[config.mk]
export PLATFORM = sky130hd
export DESIGN_NAME = cac_card_regs_flat
export DESIGN_NICKNAME = d
export VERILOG_FILES = /design/src/shared/cac_pkg.sv /design/src/shared/cac_attr_if.sv /design/src/logic/cac_card_regs.sv /design/src/flat_wrapper.sv
export SDC_FILE = /design/constraint.sdc
export NUM_CORES = 1
export LEC_CHECK = 0
export ABC_AREA = 1
export ABC_CLOCK_PERIOD_IN_PS = 2000
export BUFFER_PORTS_ARGS = -buffer_cell sky130_fd_sc_hd__buf_2
export CAP_MARGIN = 20
export CORE_MARGIN = 4
export CORE_UTILIZATION = 53
export DETAILED_ROUTE_END_ITERATION = 12
export PLACE_DENSITY = 0.84
export SETUP_SLACK_MARGIN = 0.3
export SLEW_MARGIN = 10
export SYNTH_ARGS = -nofsm -noshare
export SYNTH_HDL_FRONTEND = slang
export SYNTH_SLANG_ARGS = --single-unit
export TNS_END_PERCENT = 100
[constraint.sdc]
create_clock -name sys_clk_in -period 2 [get_ports sys_clk_in]
set_input_delay 0.6 -clock sys_clk_in [delete_from_list [all_inputs] [get_ports sys_clk_in]]
set_output_delay 0.6 -clock sys_clk_in [all_outputs]
set_load 0.01 [all_outputs]
[src/shared/cac_pkg.sv]
// Constants for the card attribute configuration registers.
// Assumes one 50 MHz clock shared by card logic and socket controller.
package cac_pkg;
    // Attribute bus widths
    localparam int ADDR_W = 11;
    localparam int DATA_W = 8;

    // Attribute memory offsets
    localparam logic [10:0] OFF_CONFIG_OPTION = 11'h200;
    localparam logic [10:0] OFF_CONFIG_STATUS = 11'h202;
    localparam logic [10:0] OFF_PIN_SIGNAL    = 11'h204;
    localparam logic [10:0] OFF_DRIVE_POS     = 11'h206;

    // card_config_status fields
    localparam int CS_CHANGED_BIT = 7;
    localparam int CS_SCE_BIT     = 6;
    localparam int CS_IO8_BIT     = 5;
    localparam int CS_AUDIO_BIT   = 3;
    localparam int CS_PWRDN_BIT   = 2;
    localparam int CS_INTR_BIT    = 1;
    localparam logic [7:0] CS_WRITE_MASK = 8'h6C;

    // pin_signal_status fields
    localparam int PS_RDY_CHG_BIT = 5;
    localparam int PS_WP_CHG_BIT  = 4;
    localparam int PS_RDY_BIT     = 1;
    localparam int PS_WP_BIT      = 0;
    localparam int PS_MASK_SHIFT  = 4;
    localparam logic [7:0] PS_WRITE_MASK = 8'h3F;

    // drive_position_select fields
    localparam int DP_COPY_LSB = 4;
    localparam int DP_SOCK_LSB = 0;
    localparam logic [7:0] DP_WRITE_MASK = 8'h7F;

    // Reset and unmapped-read values
    localparam logic [7:0] RST_REG_VAL  = 8'h00;
    localparam logic [7:0] UNMAPPED_VAL = 8'h00;
endpackage

[src/shared/cac_attr_if.sv]
// Attribute memory link between socket controller and card.
// Assumes both ends run on the same clock; no clocking block.
`timescale 1ns/1ps
`default_nettype none
interface cac_attr_if;
    // Host to card access strobes
    logic [10:0] addr;
    logic        wr_stb;
    logic        rd_stb;
    logic [7:0]  wdata;
    // Card answers
    logic [7:0]  rdata;
    logic        rvalid;
    // Card pins toward the socket
    logic        status_change_output_n;
    logic        host_irq_n;

    // Card end
    modport dev (
        input  addr, wr_stb, rd_stb, wdata,
        output rdata, rvalid, status_change_output_n, host_irq_n
    );
    // Socket controller end
    modport host (
        output addr, wr_stb, rd_stb, wdata,
        input  rdata, rvalid, status_change_output_n, host_irq_n
    );
endinterface
`default_nettype wire

[src/logic/cac_card_regs.sv]
// Card-side attribute configuration registers (status, pin, position).
// Assumes strobes from a socket controller on the same clock and
// card status inputs from logic on the same clock.
`timescale 1ns/1ps
`default_nettype none

// Contract
// Config/status register at 202H, six fields
// Reserved bit 4 always reads zero
// Bit 2 set requests card power-down
// ATA commands may also enter power-down
// Bit 1 reads live interrupt pin level
// Pin register at 204H, flags and states
// Low nibble masks writes to upper nibble
// Host writes zeros to pin bits 7:6
// Position register 206H: copy, socket fields
// Position register substitutes master/slave selection
// Host writes 206H before 200H
// Host writes zero to position bit 7
// State change sets flag; host write clears
// Summary flag drives status-change pin if enabled
module cac_card_regs (
    // Clock and reset
    input  wire logic       sys_clk_in,
    input  wire logic       rst_in,
    // Attribute link
    cac_attr_if.dev         attr,
    // Card status from the drive core
    input  wire logic       ready_in,
    input  wire logic       write_protect_in,
    input  wire logic       irq_level_in,
    input  wire logic       ata_power_down_in,
    // Configuration toward the drive core
    output logic            power_down_out,
    output logic            power_down_request_out,
    output logic            eight_bit_io_select_out,
    output logic            audio_enable_out,
    output logic [2:0]      copy_number_out,
    output logic [3:0]      socket_number_out
);

    // Whole module state
    typedef struct packed {
        logic       status_change_enable;
        logic       eight_bit_io_select;
        logic       audio_enable;
        logic       power_down_request;
        logic       irq_level;
        logic       ready_change_flag;
        logic       write_protect_change_flag;
        logic       ready_state;
        logic       write_protect_pin_state;
        logic       primed;
        logic [2:0] copy_number;
        logic [3:0] socket_number;
        logic [7:0] rdata;
        logic       rvalid;
        logic       status_change_output_n;
        logic       host_irq_n;
        logic       power_down;
    } cac_card_state_t;

    localparam cac_card_state_t STATE_RESET = '{
        status_change_enable      : 1'b0,
        eight_bit_io_select       : 1'b0,
        audio_enable              : 1'b0,
        power_down_request        : 1'b0,
        irq_level                 : 1'b0,
        ready_change_flag         : 1'b0,
        write_protect_change_flag : 1'b0,
        ready_state               : 1'b0,
        write_protect_pin_state   : 1'b0,
        primed                    : 1'b0,
        copy_number               : 3'h0,
        socket_number             : 4'h0,
        rdata                     : cac_pkg::RST_REG_VAL,
        rvalid                    : 1'b0,
        status_change_output_n    : 1'b1,
        host_irq_n                : 1'b1,
        power_down                : 1'b0
    };

    cac_card_state_t state_q;
    cac_card_state_t state_d;

    // Masked update of one upper bit by its lower enable bit
    function automatic logic cac_masked(input logic old_val, input logic [7:0] data,
                                        input int bit_pos);
        logic en;
        en = data[bit_pos - cac_pkg::PS_MASK_SHIFT];
        cac_masked = en ? data[bit_pos] : old_val;
    endfunction

    // Decoded strobes and change events
    logic       wr_cs;
    logic       wr_ps;
    logic       wr_dp;
    logic       rdy_event;
    logic       wp_event;
    logic       changed;
    logic [7:0] cs_word;
    logic [7:0] ps_word;
    logic [7:0] dp_word;

    // Address decode and readback words
    always_comb begin
        wr_cs     = attr.wr_stb && (attr.addr == cac_pkg::OFF_CONFIG_STATUS);
        wr_ps     = attr.wr_stb && (attr.addr == cac_pkg::OFF_PIN_SIGNAL);
        wr_dp     = attr.wr_stb && (attr.addr == cac_pkg::OFF_DRIVE_POS);
        rdy_event = state_q.primed && (ready_in != state_q.ready_state);
        wp_event  = state_q.primed && (write_protect_in != state_q.write_protect_pin_state);
        changed   = state_q.ready_change_flag || state_q.write_protect_change_flag;
        // Reserved bits 4 and 0 are constant zero
        cs_word = 8'h00;
        cs_word[cac_pkg::CS_CHANGED_BIT] = changed;
        cs_word[cac_pkg::CS_SCE_BIT]     = state_q.status_change_enable;
        cs_word[cac_pkg::CS_IO8_BIT]     = state_q.eight_bit_io_select;
        cs_word[cac_pkg::CS_AUDIO_BIT]   = state_q.audio_enable;
        cs_word[cac_pkg::CS_PWRDN_BIT]   = state_q.power_down_request;
        cs_word[cac_pkg::CS_INTR_BIT]    = state_q.irq_level;
        ps_word = 8'h00;
        ps_word[cac_pkg::PS_RDY_CHG_BIT] = state_q.ready_change_flag;
        ps_word[cac_pkg::PS_WP_CHG_BIT]  = state_q.write_protect_change_flag;
        ps_word[cac_pkg::PS_RDY_BIT]     = state_q.ready_state;
        ps_word[cac_pkg::PS_WP_BIT]      = state_q.write_protect_pin_state;
        dp_word = {1'b0, state_q.copy_number, state_q.socket_number};
    end

    // Next-state logic
    always_comb begin
        state_d = state_q;

        // Track card status each cycle; first sample only primes
        state_d.primed                  = 1'b1;
        state_d.ready_state             = ready_in;
        state_d.write_protect_pin_state = write_protect_in;
        state_d.irq_level               = irq_level_in;

        // Configuration and status writes; reserved bits dropped
        if (wr_cs) begin
            state_d.status_change_enable = attr.wdata[cac_pkg::CS_SCE_BIT];
            state_d.eight_bit_io_select  = attr.wdata[cac_pkg::CS_IO8_BIT];
            state_d.audio_enable         = attr.wdata[cac_pkg::CS_AUDIO_BIT];
            state_d.power_down_request   = attr.wdata[cac_pkg::CS_PWRDN_BIT];
        end

        // Masked flag writes; a change in the same cycle wins
        if (wr_ps) begin
            state_d.ready_change_flag = cac_masked(state_q.ready_change_flag, attr.wdata,
                                                   cac_pkg::PS_RDY_CHG_BIT);
            state_d.write_protect_change_flag =
                cac_masked(state_q.write_protect_change_flag, attr.wdata,
                           cac_pkg::PS_WP_CHG_BIT);
        end
        if (rdy_event) begin
            state_d.ready_change_flag = 1'b1;
        end
        if (wp_event) begin
            state_d.write_protect_change_flag = 1'b1;
        end

        // Drive position select; bit 7 is never stored
        if (wr_dp) begin
            state_d.copy_number   = attr.wdata[cac_pkg::DP_COPY_LSB +: 3];
            state_d.socket_number = attr.wdata[cac_pkg::DP_SOCK_LSB +: 4];
        end

        // Read answer one cycle after the strobe
        state_d.rvalid = attr.rd_stb;
        if (attr.rd_stb) begin
            unique case (attr.addr)
                cac_pkg::OFF_CONFIG_STATUS: state_d.rdata = cs_word;
                cac_pkg::OFF_PIN_SIGNAL:    state_d.rdata = ps_word;
                cac_pkg::OFF_DRIVE_POS:     state_d.rdata = dp_word;
                default:                    state_d.rdata = cac_pkg::UNMAPPED_VAL;
            endcase
        end

        // Status change pin only when enabled
        state_d.status_change_output_n = !(changed && state_q.status_change_enable);
        state_d.host_irq_n             = !irq_level_in;

        // Either source puts the drive to sleep
        state_d.power_down = state_q.power_down_request || ata_power_down_in;
    end

    // State register
    always_ff @(posedge sys_clk_in) begin
        if (rst_in) begin
            state_q <= STATE_RESET;
        end else begin
            state_q <= state_d;
        end
    end

    // Link outputs
    assign attr.rdata                  = state_q.rdata;
    assign attr.rvalid                 = state_q.rvalid;
    assign attr.status_change_output_n = state_q.status_change_output_n;
    assign attr.host_irq_n             = state_q.host_irq_n;

    // Core outputs
    assign power_down_out          = state_q.power_down;
    assign power_down_request_out  = state_q.power_down_request;
    assign eight_bit_io_select_out = state_q.eight_bit_io_select;
    assign audio_enable_out        = state_q.audio_enable;
    assign copy_number_out         = state_q.copy_number;
    assign socket_number_out       = state_q.socket_number;

endmodule
`default_nettype wire

[src/flat_wrapper.sv]
// flat-port wrapper written by rule: the top's interface ports become plain ports
module cac_card_regs_flat 
  (sys_clk_in, rst_in, ready_in, write_protect_in, irq_level_in, ata_power_down_in, power_down_out, power_down_request_out, eight_bit_io_select_out, audio_enable_out, copy_number_out, socket_number_out, attr_addr, attr_wr_stb, attr_rd_stb, attr_wdata, attr_rdata, attr_rvalid, attr_status_change_output_n, attr_host_irq_n);
  cac_attr_if attr_i ();
  input  wire logic sys_clk_in;
  input  wire logic rst_in;
  input  wire logic ready_in;
  input  wire logic write_protect_in;
  input  wire logic irq_level_in;
  input  wire logic ata_power_down_in;
  output logic power_down_out;
  output logic power_down_request_out;
  output logic eight_bit_io_select_out;
  output logic audio_enable_out;
  output logic [2:0] copy_number_out;
  output logic [3:0] socket_number_out;
  input wire logic [$bits(attr_i.addr)-1:0] attr_addr;
  input wire logic [$bits(attr_i.wr_stb)-1:0] attr_wr_stb;
  input wire logic [$bits(attr_i.rd_stb)-1:0] attr_rd_stb;
  input wire logic [$bits(attr_i.wdata)-1:0] attr_wdata;
  output wire logic [$bits(attr_i.rdata)-1:0] attr_rdata;
  output wire logic [$bits(attr_i.rvalid)-1:0] attr_rvalid;
  output wire logic [$bits(attr_i.status_change_output_n)-1:0] attr_status_change_output_n;
  output wire logic [$bits(attr_i.host_irq_n)-1:0] attr_host_irq_n;
  assign attr_i.addr = attr_addr;
  assign attr_i.wr_stb = attr_wr_stb;
  assign attr_i.rd_stb = attr_rd_stb;
  assign attr_i.wdata = attr_wdata;
  assign attr_rdata = attr_i.rdata;
  assign attr_rvalid = attr_i.rvalid;
  assign attr_status_change_output_n = attr_i.status_change_output_n;
  assign attr_host_irq_n = attr_i.host_irq_n;
  cac_card_regs u_core (.sys_clk_in(sys_clk_in), .rst_in(rst_in), .attr(attr_i), .ready_in(ready_in), .write_protect_in(write_protect_in), .irq_level_in(irq_level_in), .ata_power_down_in(ata_power_down_in), .power_down_out(power_down_out), .power_down_request_out(power_down_request_out), .eight_bit_io_select_out(eight_bit_io_select_out), .audio_enable_out(audio_enable_out), .copy_number_out(copy_number_out), .socket_number_out(socket_number_out));
endmodule
-- After elaboration in Yosys (flattened, before gate mapping)
Index checks and enable logic that the tools add are counted.
- equal/unequal tests: 5
- multiplexer cells: 9
- reduce and logical (&&, ||, !) cells: 16
- operator list (cell ; count):
    11-bit by 10-bit == test with 1-bit output, second input constant ; 3
    8-bit case mux with 3 select lines ; 1
    20-bit two-way mux ; 1
    8-bit two-way mux ; 1
    2-bit nonzero test ; 4
    7-bit two-way mux ; 1
    1-bit logical AND ; 6
    1-bit two-way mux ; 4
    2-bit AND reduction ; 2
    1-bit logical NOT ; 2
    1-bit logical OR ; 2
    2-bit two-way mux ; 1
    1-bit != test ; 2
- flip-flop bits (word level): 29

-- Depth between registers and ports, before layout
- word-level depth: 4
- depth in mapped cells: 9

-- Worst setup path after synthesis
Ideal clock, no wire load.
- path kind: in2reg
- start point: input port attr_addr[7]
- end point: register u_core.state_q, in the netlist u_core.socket_number_out[0]
- arrival time: 1.360 ns
- data required time: 1.884 ns
- path slack: 0.524 ns
- stages on the path: 7
- path buffers: 1
- cells stage by stage: nor2_2 nand2_4 nor2_8 nand4_4 buf_6 o21ai_1 a21oi_1
- word-level cells in the longest chain between the ends: 2
- ends and longest elaborated chain (what ; RTL line ; source):
    start, declared ; flat_wrapper.sv:17 ; input wire logic [$bits(attr_i.addr)-1:0] attr_addr;
    11-bit by 10-bit == test with 1-bit output ; cac_card_regs.sv:109 ; wr_dp = attr.wr_stb && (attr.addr == cac_pkg::OFF_DRIVE_POS);
    1-bit logical AND ; cac_card_regs.sv:109 ;
    end signal, assigned ; cac_card_regs.sv:192 ; state_q <= state_d;
    end, declared ; cac_card_regs.sv:83 ; cac_card_state_t state_q;
Every way passes these cells.
A chain may end at the register's enable or synchronous reset.

-- Worst setup path in the final report
- start point: register u_core.state_q, in the netlist u_core.power_down_request_out
- end point: output port power_down_request_out
- RTL lines (what ; RTL line ; source):
    end, declared ; flat_wrapper.sv:12 ; output logic power_down_request_out;
No word-level cell between the ends.

==> flow_metrics.tcl <==
set metrics [dict create \
    status "completed" \
    holdCritStartpoint "u_core.cs_word[6]" \
    setup_tns_ps 0 \
    setup_viol 0 \
    tightest_slew_ps 390.8 \
    critPathArrivalTime_ps 850 \
    dieArea_um2 3590 \
    cts_max_path_buffers 2 \
    synth_top_cell_area_share_pct 40.63 \
    r2r-start "u_core.ps_word[0]" \
    synth_top_area_cell "dfxtp_1" \
    globalplace.congestion 0.8648 \
    clock_sinks 29 \
    maxSlewViolCount 0 \
    end_kind "primary output" \
    syn_area_um2 1429 \
    peakVddDrop_mv 0.4789 \
    layout.nets 253 \
    grt_pass1_vias 1126 \
    drive_gt1_share_pct 31.86 \
    ioPinCount 49 \
    post_cts_buffers 0 \
    htreeDepth 2 \
    cts_tree "done" \
    wire_per_inst_um 10.95 \
    path_delay_family "flip-flops" \
    ys_warn_count 0 \
    num_antenna_cells 0 \
    grt_usage_pct 17.67 \
    synth_seq_cells 29 \
    cts-buffers-inserted 5 \
    overflow 0 \
    cpPeakStageDelay_ps 370 \
    hold_depth 1 \
    postCtsResizedCells 0 \
    clkTransAtPathRegs_ps 90 \
    initial_core_util_pct 56.65 \
    yosysUniqueCellTypes 21 \
    stdcell_count 256 \
    period_minus_slack_ps 1448 \
    vias_per_cell 4.836 \
    leakage_uw 0.0008035 \
    final_cell_area_um2 1635 \
    power_switching_uw 253.6 \
    dp.final_hpwl_mm 2.211 \
    synth_nets 216 \
    grt_max_degree 16 \
    die_x_um 59.92 \
    slowest_stage "dfxtp_1" \
    drc 0 \
    final.setup_skew_ps 7.909 \
    area_growth_pct 14.45 \
    rows 18 \
    dr.pass1.iters 4 \
    fin_crit_sh_pct 72.39 \
    design.core.area_um2 2522 \
    worst_setup_path_start_kind "flop" \
    r2r_cells 5 \
    power_frac_comb_pct 9.9 \
    slew_headroom_pct 73.92 \
    crit_path_cell_trace "buf_2" \
    critical_path_depth 1 \
    ff_latch_area_um2 580.6 \
    cp_max_fo 4 \
    required_ps 1400 \
    io_buffers 47 \
    postSynthAreaPerCell_um2 7.560 \
    min_path_type "flop to flop" \
    placed_cells 249 \
    place_area_um2 1580 \
    vias 1238 \
    seqPwrFrac_pct 56.5 \
    fmax_ghz 0.6907 \
    wl_mm 2.802 \
    cts_hold_buf 0 \
    powerDensity_nw_per_um2 642.6 \
    cts-root-buf "clkbuf_4" \
    sw_frac_of_total_pct 24.13 \
    seq_area_frac_synth_pct 40.63 \
    final_antenna_net_count 0 \
    synth_area_leaders "dfxtp_1 (41%), buf_4 (8.4%), nand2_1 (8.1%), a21oi_1 (7.4%), inv_1 (7.1%)" \
    multiInputGateArea_um2 603.1 \
    path_buf_inv 1 \
    syn_inst 189 \
    grt_first_pass_wirelength_mm 4.719 \
    drt_iter0_drc 29 \
    drv_cap 0 \
    clk_latency_ps 330 \
    fillers 260 \
    antenna_found_initial 0 \
    fin_util_pct 64.83 \
    critPathLaunch "u_core.power_down_request_out" \
    die_h_um 59.92 \
    critPathKind "flop to primary output" \
    intPower_uw 797.3 \
    rsz0062_at_grt "no" \
    pwr-share-clk_pct 33.6 \
    hold_viol 0 \
]
## layer usage
metal,global-route usage (%),wire length [um],share of wire (%),vias to the layer above
met5,0,0,0,-
met4,4.747,35,1.2,0
met3,7.343,226,8.1,4
met2,28.24,1330,47,35
met1,21.84,1210,43,537
li1,-,-,-,662
## placed cells by master, fill, tap and decap left out
| cell type | netlist | final |
|---|---|---|
| buf_2 | 1 | 47 |
| nand2_1 | 31 | 31 |
| dfxtp_1 | 29 | 29 |
| inv_1 | 27 | 27 |
| a21oi_1 | 21 | 21 |
| nand3_1 | 20 | 20 |
| o21ai_0 | 9 | 9 |
| nor2_1 | 8 | 8 |
| o21ai_1 | 8 | 8 |
| clkbuf_4 | 0 | 5 |
| nor2_2 | 4 | 4 |
| nor2_4 | 3 | 3 |
| or2_2 | 3 | 3 |
| buf_4 | 16 | 3 |
| nand2_4 | 1 | 1 |
| nand3b_4 | 1 | 1 |
| nand2_2 | 1 | 1 |
| nor2_8 | 1 | 1 |
| nand4_4 | 1 | 1 |
| nand3_2 | 1 | 1 |
| clkbuf_8 | 0 | 1 |
| clkbuf_1 | 2 | 1 |
## worst register-to-register path: stages (launching register included)
cell	delay (ps)
dfxtp_1	330
or2_2	270
nand3_1	110
nand2_1	60
nand3_1	80
a21oi_1	60
## path summary, 6_finish.rpt
path	endpoint	slack, ps
worst max-delay path	power_down_request_out	550
worst min-delay path	u_core.attr.status_change_output_n	440
worst max register to register	u_core.ps_word[4]	1000
worst min register to register	u_core.attr.status_change_output_n	440
## synthesized netlist by cell type
| cell | count |
|---|---|
| nand2_1 | 31 |
| dfxtp_1 | 29 |
| inv_1 | 27 |
| a21oi_1 | 21 |
| nand3_1 | 20 |
| buf_4 | 16 |
| o21ai_0 | 9 |
| nor2_1 | 8 |
| o21ai_1 | 8 |
| nor2_2 | 4 |
| nor2_4 | 3 |
| or2_2 | 3 |
| clkbuf_1 | 2 |
| buf_2 | 1 |
| buf_6 | 1 |
| nand2_2 | 1 |
| nand2_4 | 1 |
| nand3_2 | 1 |
| nand3b_4 | 1 |
| nand4_4 | 1 |
| nor2_8 | 1 |
## kinds of logic after synthesis
family,Yosys count,synth area share (%)
AO/OA/AOI/OAI,38,13.31
buffers and inverters,47,17.16
flip-flops,29,40.63
AND/OR/NAND/NOR,75,28.90
## metrics by stage
stage	hold WS (ps)	total power, uW	worst slack, ps
after floorplan	394.5	665.0	523.5
after global placement	435.9	708.5	313.0
after detailed placement	435.2	711.6	271.4
after CTS	449.9	1057	546.1
after global routing	457.2	1103	463.6
final	440.2	1051	552.2
## layout make-up
type | count | share of cell area (%)
Timing Repair Buffer | 50 | 15.76
Multi-Input combinational cell | 113 | 36.88
Sequential cell | 29 | 35.50
Inverter | 27 | 6.197
Clock buffer | 7 | 3.366
Tap cell | 30 | 2.295
## power groups by stage
stage | sequential (uW) | clock [uW] | combinational, uW
global placement | 607 | 0 | 102
detailed placement | 607 | 0 | 104
CTS | 593 | 358 | 105
floorplan | 607 | 0 | 57.6
finish | 593 | 354 | 104
global route | 594 | 391 | 118
## flip-flops by register name, summed over array words and instances (netlist names)
name / flops
u_core.audio_enable_out: 1
u_core.cs_word: 2
u_core.socket_number_out: 4
u_core.attr.status_change_output_n: 1
u_core.attr.host_irq_n: 1
u_core.eight_bit_io_select_out: 1
u_core.copy_number_out: 3
u_core.attr.rvalid: 1
u_core.attr.rdata: 8
u_core.power_down_request_out: 1
u_core.ps_word: 4
u_core.state_q: 1
u_core.power_down_out: 1
Power figures use the tool's default switching activity.
